`src/scfpt_pkg.sv`:
```
`default_nettype none

package scfpt_pkg;

    // Clock rate of ref_clk
    localparam int unsigned REF_CLK_HZ = 100_000_000;

    // Self-timed cycle maxima, in their printed units
    localparam int unsigned PROG_MAX_MS       = 5;
    localparam int unsigned PROG_MAX_LARGE_MS = 7;
    localparam int unsigned WSTAT_MAX_MS      = 15;
    localparam int unsigned BULK_MAX_SMALL_S  = 6;
    localparam int unsigned BULK_MAX_LARGE_S  = 250;
    localparam int unsigned SECT_MAX_S        = 3;
    localparam int unsigned SECT_MAX_LARGE_S  = 6;

    // Cycle counts derived from the times (millisecond times round down)
    localparam longint unsigned PROG_CYC =
        longint'(PROG_MAX_MS) * REF_CLK_HZ / 1000;
    localparam longint unsigned PROG_LARGE_CYC =
        longint'(PROG_MAX_LARGE_MS) * REF_CLK_HZ / 1000;
    localparam longint unsigned WSTAT_CYC =
        longint'(WSTAT_MAX_MS) * REF_CLK_HZ / 1000;
    localparam longint unsigned BULK_SMALL_CYC =
        longint'(BULK_MAX_SMALL_S) * REF_CLK_HZ;
    localparam longint unsigned BULK_LARGE_CYC =
        longint'(BULK_MAX_LARGE_S) * REF_CLK_HZ;
    localparam longint unsigned SECT_CYC =
        longint'(SECT_MAX_S) * REF_CLK_HZ;
    localparam longint unsigned SECT_LARGE_CYC =
        longint'(SECT_MAX_LARGE_S) * REF_CLK_HZ;

    // Width of the busy-time counter
    localparam int unsigned CNT_W = 36;

    // Operation codes, most significant bit first on the link
    localparam logic [7:0] OP_WREN  = 8'h06;
    localparam logic [7:0] OP_WRDI  = 8'h04;
    localparam logic [7:0] OP_RDSR  = 8'h05;
    localparam logic [7:0] OP_WRSR  = 8'h01;
    localparam logic [7:0] OP_PROG  = 8'h02;
    localparam logic [7:0] OP_BULK  = 8'hc7;
    localparam logic [7:0] OP_SECT  = 8'hd8;

    // Status register bit positions
    localparam int unsigned SR_WIP = 0;
    localparam int unsigned SR_WEL = 1;

    // Frame bit counts at the end of each field
    localparam int unsigned OP_BITS   = 8;
    localparam int unsigned ADDR_BITS = 32;
    localparam int unsigned DATA_BITS = 40;

    // Kinds of self-timed cycle
    typedef enum logic [2:0] {
        SCFPT_JOB_NONE,
        SCFPT_JOB_PROG,
        SCFPT_JOB_WSTAT,
        SCFPT_JOB_BULK,
        SCFPT_JOB_SECT
    } scfpt_job_t;

    // Power and cycle state
    typedef enum logic [1:0] {
        SCFPT_ST_STANDBY,
        SCFPT_ST_ACTIVE,
        SCFPT_ST_BUSY
    } scfpt_state_t;

endpackage

`default_nettype wire

```
`src/scfpt_sync.sv`:
```
`timescale 1ns/1ps
`default_nettype none

module scfpt_sync #(
    parameter int unsigned WIDTH = 1
) (
    input  wire logic             ref_clk, // System clock
    input  wire logic             rst,     // Async reset, high
    input  wire logic [WIDTH-1:0] async_i, // Pin levels
    output logic      [WIDTH-1:0] sync_o   // Synchronised levels
);

    logic [WIDTH-1:0] meta_r;
    logic [WIDTH-1:0] meta_nxt;
    logic [WIDTH-1:0] sync_nxt;

    // Two-stage capture; first stage feeds only the second
    always_comb begin
        meta_nxt = async_i;
        sync_nxt = meta_r;
    end

    always_ff @(posedge ref_clk or posedge rst) begin
        if (rst) begin
            meta_r <= '1;
            sync_o <= '1;
        end else begin
            meta_r <= meta_nxt;
            sync_o <= sync_nxt;
        end
    end

endmodule

`default_nettype wire

```
`src/scfpt_core.sv`:
```
`timescale 1ns/1ps
`default_nettype none

module scfpt_core
    import scfpt_pkg::*;
#(
    parameter logic            LARGE_DENSITY = 1'b0,
    parameter longint unsigned PROG_CYCLES   = PROG_CYC,
    parameter longint unsigned PROG_L_CYCLES = PROG_LARGE_CYC,
    parameter longint unsigned WSTAT_CYCLES  = WSTAT_CYC,
    parameter longint unsigned BULK_CYCLES   = BULK_SMALL_CYC,
    parameter longint unsigned BULK_L_CYCLES = BULK_LARGE_CYC,
    parameter longint unsigned SECT_CYCLES   = SECT_CYC,
    parameter longint unsigned SECT_L_CYCLES = SECT_LARGE_CYC
) (
    input  wire logic ref_clk,        // System clock, 100 MHz
    input  wire logic rst,            // Async reset, high
    input  wire logic chip_select_n,  // Chip select pin, low active
    input  wire logic serial_clock,   // Link clock from the host
    input  wire logic serial_data_in, // Link data from the host
    output logic      data_out,       // Serial data to the host
    output logic      data_out_oe,    // High while data_out is driven
    output logic      active_power,   // High in active power mode
    output logic      write_busy      // Write-in-progress flag
);

    // Refuse cycle counts that are zero or overflow the counter
    if (PROG_CYCLES == 0 || PROG_L_CYCLES == 0 || WSTAT_CYCLES == 0 ||
        BULK_CYCLES == 0 || BULK_L_CYCLES == 0 || SECT_CYCLES == 0 ||
        SECT_L_CYCLES == 0 ||
        PROG_CYCLES >= (64'h1 << CNT_W) ||
        PROG_L_CYCLES >= (64'h1 << CNT_W) ||
        WSTAT_CYCLES >= (64'h1 << CNT_W) ||
        BULK_CYCLES >= (64'h1 << CNT_W) ||
        BULK_L_CYCLES >= (64'h1 << CNT_W) ||
        SECT_CYCLES >= (64'h1 << CNT_W) ||
        SECT_L_CYCLES >= (64'h1 << CNT_W)) begin
        $error("scfpt_core: cycle counts out of range");
    end

    logic [2:0] pins_s;
    logic       cs_n_s;
    logic       sclk_s;
    logic       sdi_s;

    // Pins pass two flops before use
    scfpt_sync #(.WIDTH(3)) u_sync (
        .ref_clk (ref_clk),
        .rst     (rst),
        .async_i ({chip_select_n, serial_clock, serial_data_in}),
        .sync_o  (pins_s)
    );
    assign {cs_n_s, sclk_s, sdi_s} = pins_s;

    // Busy time of each cycle kind
    function automatic logic [CNT_W-1:0] job_len(input scfpt_job_t j);
        longint unsigned n;
        n = 1;
        case (j)
            SCFPT_JOB_PROG:  n = LARGE_DENSITY ? PROG_L_CYCLES
                                               : PROG_CYCLES;
            SCFPT_JOB_WSTAT: n = WSTAT_CYCLES;
            SCFPT_JOB_BULK:  n = LARGE_DENSITY ? BULK_L_CYCLES
                                               : BULK_CYCLES;
            SCFPT_JOB_SECT:  n = LARGE_DENSITY ? SECT_L_CYCLES
                                               : SECT_CYCLES;
            default:         n = 1;
        endcase
        return n[CNT_W-1:0];
    endfunction

    scfpt_state_t     state_r,  state_nxt;
    logic             sclk_d_r, sclk_d_nxt;
    logic             cs_d_r,   cs_d_nxt;
    logic [7:0]       op_r,     op_nxt;
    logic [5:0]       bits_r,   bits_nxt;
    logic [7:0]       sh_r,     sh_nxt;
    logic             wel_r,    wel_nxt;
    logic             rdsr_r,   rdsr_nxt;
    logic [CNT_W-1:0] cnt_r,    cnt_nxt;
    logic             dout_r,   dout_nxt;
    logic             oe_r,     oe_nxt;
    scfpt_job_t       job;
    logic             rise;
    logic             fall;
    logic             cs_end;
    logic             busy;
    logic [7:0]       status;

    always_comb begin
        rise   = sclk_s & ~sclk_d_r & ~cs_n_s;
        fall   = ~sclk_s & sclk_d_r & ~cs_n_s;
        cs_end = cs_n_s & ~cs_d_r;
        busy   = (state_r == SCFPT_ST_BUSY);
        status = 8'h00;
        status[SR_WIP] = busy;
        status[SR_WEL] = wel_r;
    end

    // Frame decode: which cycle a closing chip select starts
    always_comb begin
        job = SCFPT_JOB_NONE;
        if (wel_r && !busy) begin
            case (op_r)
                OP_PROG: if (bits_r >= 6'(DATA_BITS) &&
                             bits_r[2:0] == 3'h0)
                             job = SCFPT_JOB_PROG;
                OP_WRSR: if (bits_r == 6'(OP_BITS + 8))
                             job = SCFPT_JOB_WSTAT;
                OP_BULK: if (bits_r == 6'(OP_BITS))
                             job = SCFPT_JOB_BULK;
                OP_SECT: if (bits_r == 6'(ADDR_BITS))
                             job = SCFPT_JOB_SECT;
                default: job = SCFPT_JOB_NONE;
            endcase
        end
    end

    // Next-state for link shifting, power state and cycle timing
    always_comb begin
        state_nxt  = state_r;
        sclk_d_nxt = sclk_s;
        cs_d_nxt   = cs_n_s;
        op_nxt     = op_r;
        bits_nxt   = bits_r;
        sh_nxt     = sh_r;
        wel_nxt    = wel_r;
        rdsr_nxt   = rdsr_r;
        cnt_nxt    = cnt_r;
        dout_nxt   = dout_r;
        oe_nxt     = 1'b0;
        if (!cs_n_s) begin
            oe_nxt = rdsr_r;
            if (state_r == SCFPT_ST_STANDBY)
                state_nxt = SCFPT_ST_ACTIVE;
            if (cs_d_r) begin
                bits_nxt = '0;
                rdsr_nxt = 1'b0;
            end else if (rise) begin
                if (bits_r < 6'(OP_BITS))
                    op_nxt = {op_r[6:0], sdi_s};
                // Past the first data byte, count modulo one byte
                if (bits_r == 6'(DATA_BITS + 7))
                    bits_nxt = 6'(DATA_BITS);
                else
                    bits_nxt = bits_r + 6'h01;
                if (bits_r == 6'(OP_BITS - 1)) begin
                    rdsr_nxt = ({op_r[6:0], sdi_s} == OP_RDSR);
                    sh_nxt   = status;
                end
            end else if (fall && rdsr_r) begin
                dout_nxt = sh_r[7];
                sh_nxt   = {sh_r[6:0], sh_r[7]};
                if (bits_r[2:0] == 3'h0) begin
                    // Fresh status byte, its top bit goes out now
                    dout_nxt = status[7];
                    sh_nxt   = {status[6:0], status[7]};
                end
            end
        end
        if (cs_end) begin
            rdsr_nxt = 1'b0;
            if (!busy && bits_r == 6'(OP_BITS) && op_r == OP_WREN)
                wel_nxt = 1'b1;
            if (!busy && bits_r == 6'(OP_BITS) && op_r == OP_WRDI)
                wel_nxt = 1'b0;
            if (job != SCFPT_JOB_NONE) begin
                state_nxt = SCFPT_ST_BUSY;
                cnt_nxt   = job_len(job) - CNT_W'(1);
                wel_nxt   = 1'b0;
            end else if (!busy) begin
                state_nxt = SCFPT_ST_STANDBY;
            end
        end
        // Cycle timer runs on through status reads
        if (busy) begin
            if (cnt_r == '0) begin
                wel_nxt   = 1'b0;
                state_nxt = cs_n_s ? SCFPT_ST_STANDBY
                                   : SCFPT_ST_ACTIVE;
            end else begin
                cnt_nxt = cnt_r - CNT_W'(1);
            end
        end
    end

    always_ff @(posedge ref_clk or posedge rst) begin
        if (rst) begin
            state_r  <= SCFPT_ST_STANDBY;
            sclk_d_r <= 1'b0;
            cs_d_r   <= 1'b1;
            op_r     <= 8'h00;
            bits_r   <= 6'h00;
            sh_r     <= 8'h00;
            wel_r    <= 1'b0;
            rdsr_r   <= 1'b0;
            cnt_r    <= '0;
            dout_r   <= 1'b0;
            oe_r     <= 1'b0;
        end else begin
            state_r  <= state_nxt;
            sclk_d_r <= sclk_d_nxt;
            cs_d_r   <= cs_d_nxt;
            op_r     <= op_nxt;
            bits_r   <= bits_nxt;
            sh_r     <= sh_nxt;
            wel_r    <= wel_nxt;
            rdsr_r   <= rdsr_nxt;
            cnt_r    <= cnt_nxt;
            dout_r   <= dout_nxt;
            oe_r     <= oe_nxt;
        end
    end

    // Outputs: data_out and data_out_oe registered, power and busy decoded from state_r
    assign data_out     = dout_r;
    assign data_out_oe  = oe_r;
    assign active_power = (state_r != SCFPT_ST_STANDBY);
    assign write_busy   = busy;

endmodule

`default_nettype wire

```
`config.mk`:
```
export PLATFORM = sky130hd
export DESIGN_NAME = scfpt_core
export DESIGN_NICKNAME = d
export VERILOG_FILES = /design/src/scfpt_pkg.sv /design/src/scfpt_sync.sv /design/src/scfpt_core.sv
export SDC_FILE = /design/constraint.sdc
export NUM_CORES = 1
export LEC_CHECK = 0
export BUFFER_PORTS_ARGS = -buffer_cell sky130_fd_sc_hd__buf_4
export CAP_MARGIN = 10
export CELL_PAD_IN_SITES_DETAIL_PLACEMENT = 1
export CELL_PAD_IN_SITES_GLOBAL_PLACEMENT = 1
export CORE_ASPECT_RATIO = 0.6
export CORE_UTILIZATION = 53
export DETAILED_ROUTE_END_ITERATION = 16
export PLACE_DENSITY = 0.83
export SYNTH_ARGS = -nofsm -noshare
export SYNTH_HDL_FRONTEND = slang
export SYNTH_SLANG_ARGS = --single-unit
export TNS_END_PERCENT = 20
```
`constraint.sdc`:
```
create_clock -name ref_clk -period 5.1 [get_ports ref_clk]
set_input_delay 1.02 -clock ref_clk [delete_from_list [all_inputs] [get_ports ref_clk]]
set_output_delay 1.02 -clock ref_clk [all_outputs]
set_load 0.03 [all_outputs]
```
# [Yosys cells after proc, flatten, opt, wreduce, memory -nomap -nowiden]
# Cells that the tools add are included.
[totals] register_bits=72 inputBits=5 out_inout_bits=4 wordCells=109
[classes] add_sub_neg=3 magnitude_cmp=2 eq_ne=19 muxes=41 bitwise_logic=10 n_reduce_logical=21
[op_table] cell="$mux W36" n=6
[op_table] cell="$pmux W30 S4" n=1
[op_table] cell="$sub A36 B1 Y36 const B" n=2
[op_table] cell="$logic_not A36 Y1" n=1
[op_table] cell="$mux W8" n=4
[op_table] cell="$eq A8 B3 Y1 const B" n=3
[op_table] cell="$mux W2" n=9
[op_table] cell="$mux W6" n=3
[op_table] cell="$eq A8 B8 Y1 const B" n=2
[op_table] cell="$mux W1" n=15
[op_table] cell="$eq A6 B6 Y1 const B" n=2
[op_table] cell="$pmux W3 S4" n=1
[op_table] cell="$reduce_and A4 Y1" n=3
[op_table] cell="$reduce_bool A3 Y1" n=3
[op_table] cell="$eq A8 B1 Y1 const B" n=1
[op_table] cell="$eq A8 B2 Y1 const B" n=1
[op_table] cell="$add A6 B1 Y6 const B" n=1
[op_table] cell="$eq A3 B2 Y1 const B" n=2
[op_table] cell="$eq A6 B3 Y1 const B" n=1
[op_table] cell="$eq A6 B4 Y1 const B" n=1
[op_table] cell="$eq A6 B5 Y1 const B" n=1
[op_table] cell="$ge A6 B6 Y1 const B" n=1
[op_table] cell="$logic_and A1 B1 Y1" n=6
[op_table] cell="$lt A6 B4 Y1 const B" n=1
[op_table] cell="14 further kinds" n=25

# [Longest topological paths before layout]
[depth] ltp_word=14 ltp_mapped=10 mapped_depth_nobuf=8

# [Cells and area by module]
# Synthesis repeated with hierarchy kept, for this count alone.
[hier_totals] hier_cells=444 area_unflattened_um2=4093.9
[by_module_without_submodules] mod="scfpt_core" n_inst=1 cells_each=437 area_per_inst_um2=3932.5 seq_area_each_um2=1652.8
[by_module_without_submodules] mod="scfpt_sync" n_inst=1 cells_each=7 area_per_inst_um2=161.4 seq_area_each_um2=157.7

# [Worst setup path before layout]
# OpenSTA, ideal clock, no wires.
[synth_path] kind="flip-flop to flip-flop" start="register bits_r[0]" end="register cnt_r[5]" setup_ps=126 arrival_time_ps=2001 required_time_ps=4974 setup_slack_ps=2973 stages_incl_launch_ff=10 n_path_buf=1 synth_period_minus_slack_ps=2127 cell_sequence="dfrtp_1 inv_1 ha_1 nor2b_1 nand4_1 o22ai_1 o221ai_4 and2_4 buf_6 a221o_1"
[synth_between] elab_chain_len=14 elab_cells_between_ends=25 classes_between="add/sub: 1; order compare: 1; eq/ne: 7; mux: 13; reduce/logical: 3"
[synth_rtl] element="start: declaration" line="scfpt_core.sv:76" source="logic [5:0] bits_r, bits_nxt;"
[synth_rtl] element="start signal: assignment" line="scfpt_core.sv:205" source="bits_r <= bits_nxt;"
[synth_rtl] element="$ge A6 B6 Y1 / $logic_not A3 Y1 (equally long branches)" line="scfpt_core.sv:105, scfpt_core.sv:106"
[synth_rtl] element="$logic_and A1 B1 Y1" line="scfpt_core.sv:105" source="OP_PROG: if (bits_r >= 6'(DATA_BITS) &&"
[synth_rtl] element="$mux W1" line="scfpt_core.sv:105"
[synth_rtl] element="$pmux W3 S4 *" line="scfpt_core.sv:104" source="case (op_r)"
[synth_rtl] element="$mux W3 *" line="scfpt_core.sv:103" source="if (wel_r && !busy) begin"
[synth_rtl] element="$eq A3 B3 Y1, or another cell as far along" line="scfpt_core.sv:59" source="case (j)"
[synth_rtl] element="$pmux W30 S4" line="scfpt_core.sv:59"
[synth_rtl] element="$mux W36" line="scfpt_core.sv:167" source="if (job != SCFPT_JOB_NONE) begin"
[synth_rtl] element="$mux W36" line="scfpt_core.sv:161" source="if (cs_end) begin"
[synth_rtl] element="$sub A36 B1 Y36" line="scfpt_core.sv:169" source="cnt_nxt = job_len(job) - CNT_W'(1);"
[synth_rtl] element="$mux W36 *" line="scfpt_core.sv:167"
[synth_rtl] element="$mux W36 *" line="scfpt_core.sv:161"
[synth_rtl] element="$mux W36" line="scfpt_core.sv:177" source="if (cnt_r == '0) begin"
[synth_rtl] element="$mux W36 *" line="scfpt_core.sv:176" source="if (busy) begin"
[synth_rtl] element="net cnt_nxt[5]" line="scfpt_core.sv:80" source="logic [CNT_W-1:0] cnt_r, cnt_nxt;"
[synth_rtl] element="end signal: assignment" line="scfpt_core.sv:209" source="cnt_r <= cnt_nxt;"
[synth_rtl] element="end: declaration" line="scfpt_core.sv:80"
# The timed path passes the listed nets; every way through them passes the cells marked *. The select of a mux whose other input is x is not followed.
# A chain may end at the register's enable or synchronous reset.

# [Final worst setup path]
[layout_path] start="register state_r[0]" end="output port write_busy"
[layout_between] elab_chain_len=1
[layout_rtl] element="start: declaration" line="scfpt_core.sv:72" source="scfpt_state_t state_r, state_nxt;"
[layout_rtl] element="start signal: assignment" line="scfpt_core.sv:201" source="state_r <= state_nxt;"
[layout_rtl] element="$eq A2 B2 Y1" line="scfpt_core.sv:94" source="busy = (state_r == SCFPT_ST_BUSY);"
[layout_rtl] element="end: declaration" line="scfpt_core.sv:24" source="output logic write_busy"
# No other way between the ends.

==> impl_metrics.py <==
metrics = {
    "outcome": {
        "status": "finished clean",
    },
    "critical_path": {
        "reg2reg_slack_ps": 2130,
        "worstPathArrival_ps": 1950,
        "crit_family": "buffers and inverters",
        "worstSetupPathType": "reg2out",
        "crit_path_start_kind": "flop",
        "endpoint_kind": "output pin",
        "cp_cell_sequence": "nand2b_1 > inv_1 > buf_4",
        "required_ps": 4080,
        "cp_num_buf_inv": 2,
        "critPathSlowestCell": "nand2b_1",
        "crit_path_max_fanout": 13,
        "max_stage_delay_ps": 600,
    },
    "global_route": {
        "busiest_layer": "met1",
        "met1_usage": 0.511,
        "antenna_found_initial": 0,
        "grt_pass1_vias": 3792,
        "grt_use_total": 0.338,
        "grt_pass1_wl_um": 20600,
        "use_met2": 0.460,
        "gr-usage-met3": 0.103,
        "overflow": 0,
        "grt_max_degree": 52,
    },
    "sta": {
        "fin_crit_ps": 2970,
        "finalSetupViolations": 0,
        "rsz0062_at_grt": "no",
        "finalSetupTns_ps": 0,
        "setup_slack_ps": 2130,
        "fin_crit_sh": 0.583,
        "slew_headroom": 0.367,
        "clock_skew_ps": 5.37,
        "max_freq_mhz": 336,
        "worstMarginPinSlew_ps": 946,
        "finalHoldViolCount": 0,
        "drv_slew": 0,
    },
    "final_layout": {
        "syn_to_final_growth_pct": 8.67,
        "drive_gt1_frac": 0.139,
        "nNetsFinal": 450,
        "insertedDiodeCount": 0,
        "instances_no_fill": 551,
    },
    "floorplanning": {
        "die_y_um": 70.5,
        "initial_utilization": 0.559,
        "core-area_um2": 7420,
        "row_count": 24,
        "die_w_um": 116,
        "io_pins": 9,
        "die_area_um2": 8190,
    },
    "route": {
        "drc": 0,
        "viasPerCell": 6.81,
        "wl_per_cell_um": 22.1,
        "drtAntennaViolNets": 0,
        "drt_pass1_iterations": 4,
        "vias": 3751,
        "drtIter0Drc": 338,
        "routed_wl_um": 12200,
    },
    "yosys": {
        "synth-main-ff-cell": "dfrtp_1",
        "synth.yosys.seq_area_share": 0.437,
        "synth_area_um2": 4140,
        "netlist_instances": 443,
        "yosysTopAreaCell": "dfrtp_1",
        "async_flop_share": 1.00,
        "yosys.cell_types.count": 79,
        "synth-edff-count": 0,
        "synth.area.top_cells": "dfrtp_1, dfstp_2, nand2_1, o21ai_0, nand3_1",
        "yosys_warnings": 0,
        "synthesis.nets": 451,
        "avgSynthCellArea_um2": 9.35,
        "ys_ff_latch": 72,
        "synth_top_cell_area_share": 0.393,
    },
    "cts": {
        "post-cts-setup-buffer-count": 0,
        "ctsResizeCount": 0,
        "cts_buffers": 9,
        "cts_tree": "built",
        "cts_sinks": 72,
        "clock_path_buffers": 2,
        "clock_latency_ps": 340,
        "hold_buffers": 0,
        "htree_num_levels": 3,
        "clk_pin_slew_ps": 50,
        "cts_root_buffer": "clkbuf_16",
    },
    "pwr": {
        "p_per_area_nw_per_um2": 295,
        "peakVddDrop_mv": 0.237,
        "p_leak_nw": 1.98,
    },
    "placed_design": {
        "place_ws_ps": 2210,
        "dp_cells": 535,
        "gp_congestion": 0.874,
        "port_buffers": 8,
        "dp_hpwl_um": 8500,
    },
    "min_path": {
        "min_path_type": "reg2reg",
    },
    "run": {
        "max_cap_violations": 0,
    },
}
state kept, by name, summed over array words and instances (netlist names):
register and flops:
cs_d_r 1, wel_r 1, op_r 8, sclk_d_r 1, u_sync.sync_o 3, bits_r 6, cnt_r 36, sh_r 8
rdsr_r 1, u_sync.meta_r 3, state_r 2, data_out_oe 1, data_out 1
path summary, 6_finish.rpt:
kind	start	endpoint	cells past startpoint
max	state_r[0]	write_busy	3
min	u_sync.meta_r[0]	u_sync.sync_o[0]	0
max reg2reg	cnt_r[0]	cnt_r[35]	7
min reg2reg	u_sync.meta_r[0]	u_sync.sync_o[0]	0
max in group asynchronous	rst	op_r[2]	3
min in group asynchronous	rst	sh_r[6]	2
layer usage:
layer	up-vias	share of wire
li1	1668	-
met1	1927	0.49
met2	141	0.43
met3	15	0.065
met4	0	0.012
met5	-	0
layout by cell type, fill, tap and decap left out, drive strengths merged, types with 4 or more instances in the layout:
cell	instances
dfrtp	65
nand2	46
o21ai	38
nor2	31
nand3	26
nor3	17
nand4	16
clkbuf	15
a21oi	14
inv	14
o211ai	11
buf	10
nor4	10
or2	9
mux2	8
o31ai	8
dfstp	7
and2	7
nor2b	6
nand2b	5
a31oi	5
and3	4
a211o	4
a41oi	4
o41ai	4
and4	4
o22ai	4
area by class of cell:
| cell class | instances | area, um^2 |
|---|---|---|
| fillers | 858 | 2920 |
| multi-input cells | 335 | 2160 |
| repair buffers | 10 | 75.1 |
| clock buffers | 15 | 268 |
| flip-flops and latches | 72 | 1810 |
| inverters | 14 | 52.6 |
| well taps | 104 | 130 |
| clock inverters | 1 | 5.00 |
power by group:
part	internal (mW)	switching, mW
combinational	0.0437	0.0617
sequential	0.594	0.0434
clock	0.356	0.230
total	0.993	0.335
cells by family after synthesis:
logic type,Yosys count,share of synthesized area
AND/OR/NAND/NOR,200,0.269
XOR/XNOR,2,0.00423
AO/OA/AOI/OAI,121,0.215
adder cells (fa/ha/maj),3,0.00906
buffers and inverters,36,0.0414
flip-flops,72,0.437
multiplexers,9,0.0242
metrics by stage:
| stage | utilization | power [mW] | area (um^2) | hold WS [ps] |
|---|---|---|---|---|
| floorplan | - | 0.713 | 4140 | 345 |
| global placement | 0.570 | 0.740 | 4230 | 345 |
| detailed placement | 0.570 | 0.748 | 4230 | 351 |
| CTS | 0.607 | 1.33 | 4500 | 358 |
| global route | 0.607 | 1.38 | 4500 | 365 |
| finish | 0.607 | 1.33 | 4500 | 358 |
synthesized netlist by cell type (all sizes together), types with 5 or more instances:
cell / n
dfstp: 7
o31ai: 8
a21oi: 14
nor2b: 6
nor2: 31
nand2b: 5
or2: 9
clkbuf: 9
inv: 14
nand4: 16
and2: 7
dfrtp: 65
mux2: 8
o211ai: 11
nand3: 26
nor3: 17
nand2: 46
nor4: 10
a31oi: 5
o21ai: 38
buf: 13
No activity file was read; power rests on OpenSTA's default activity.
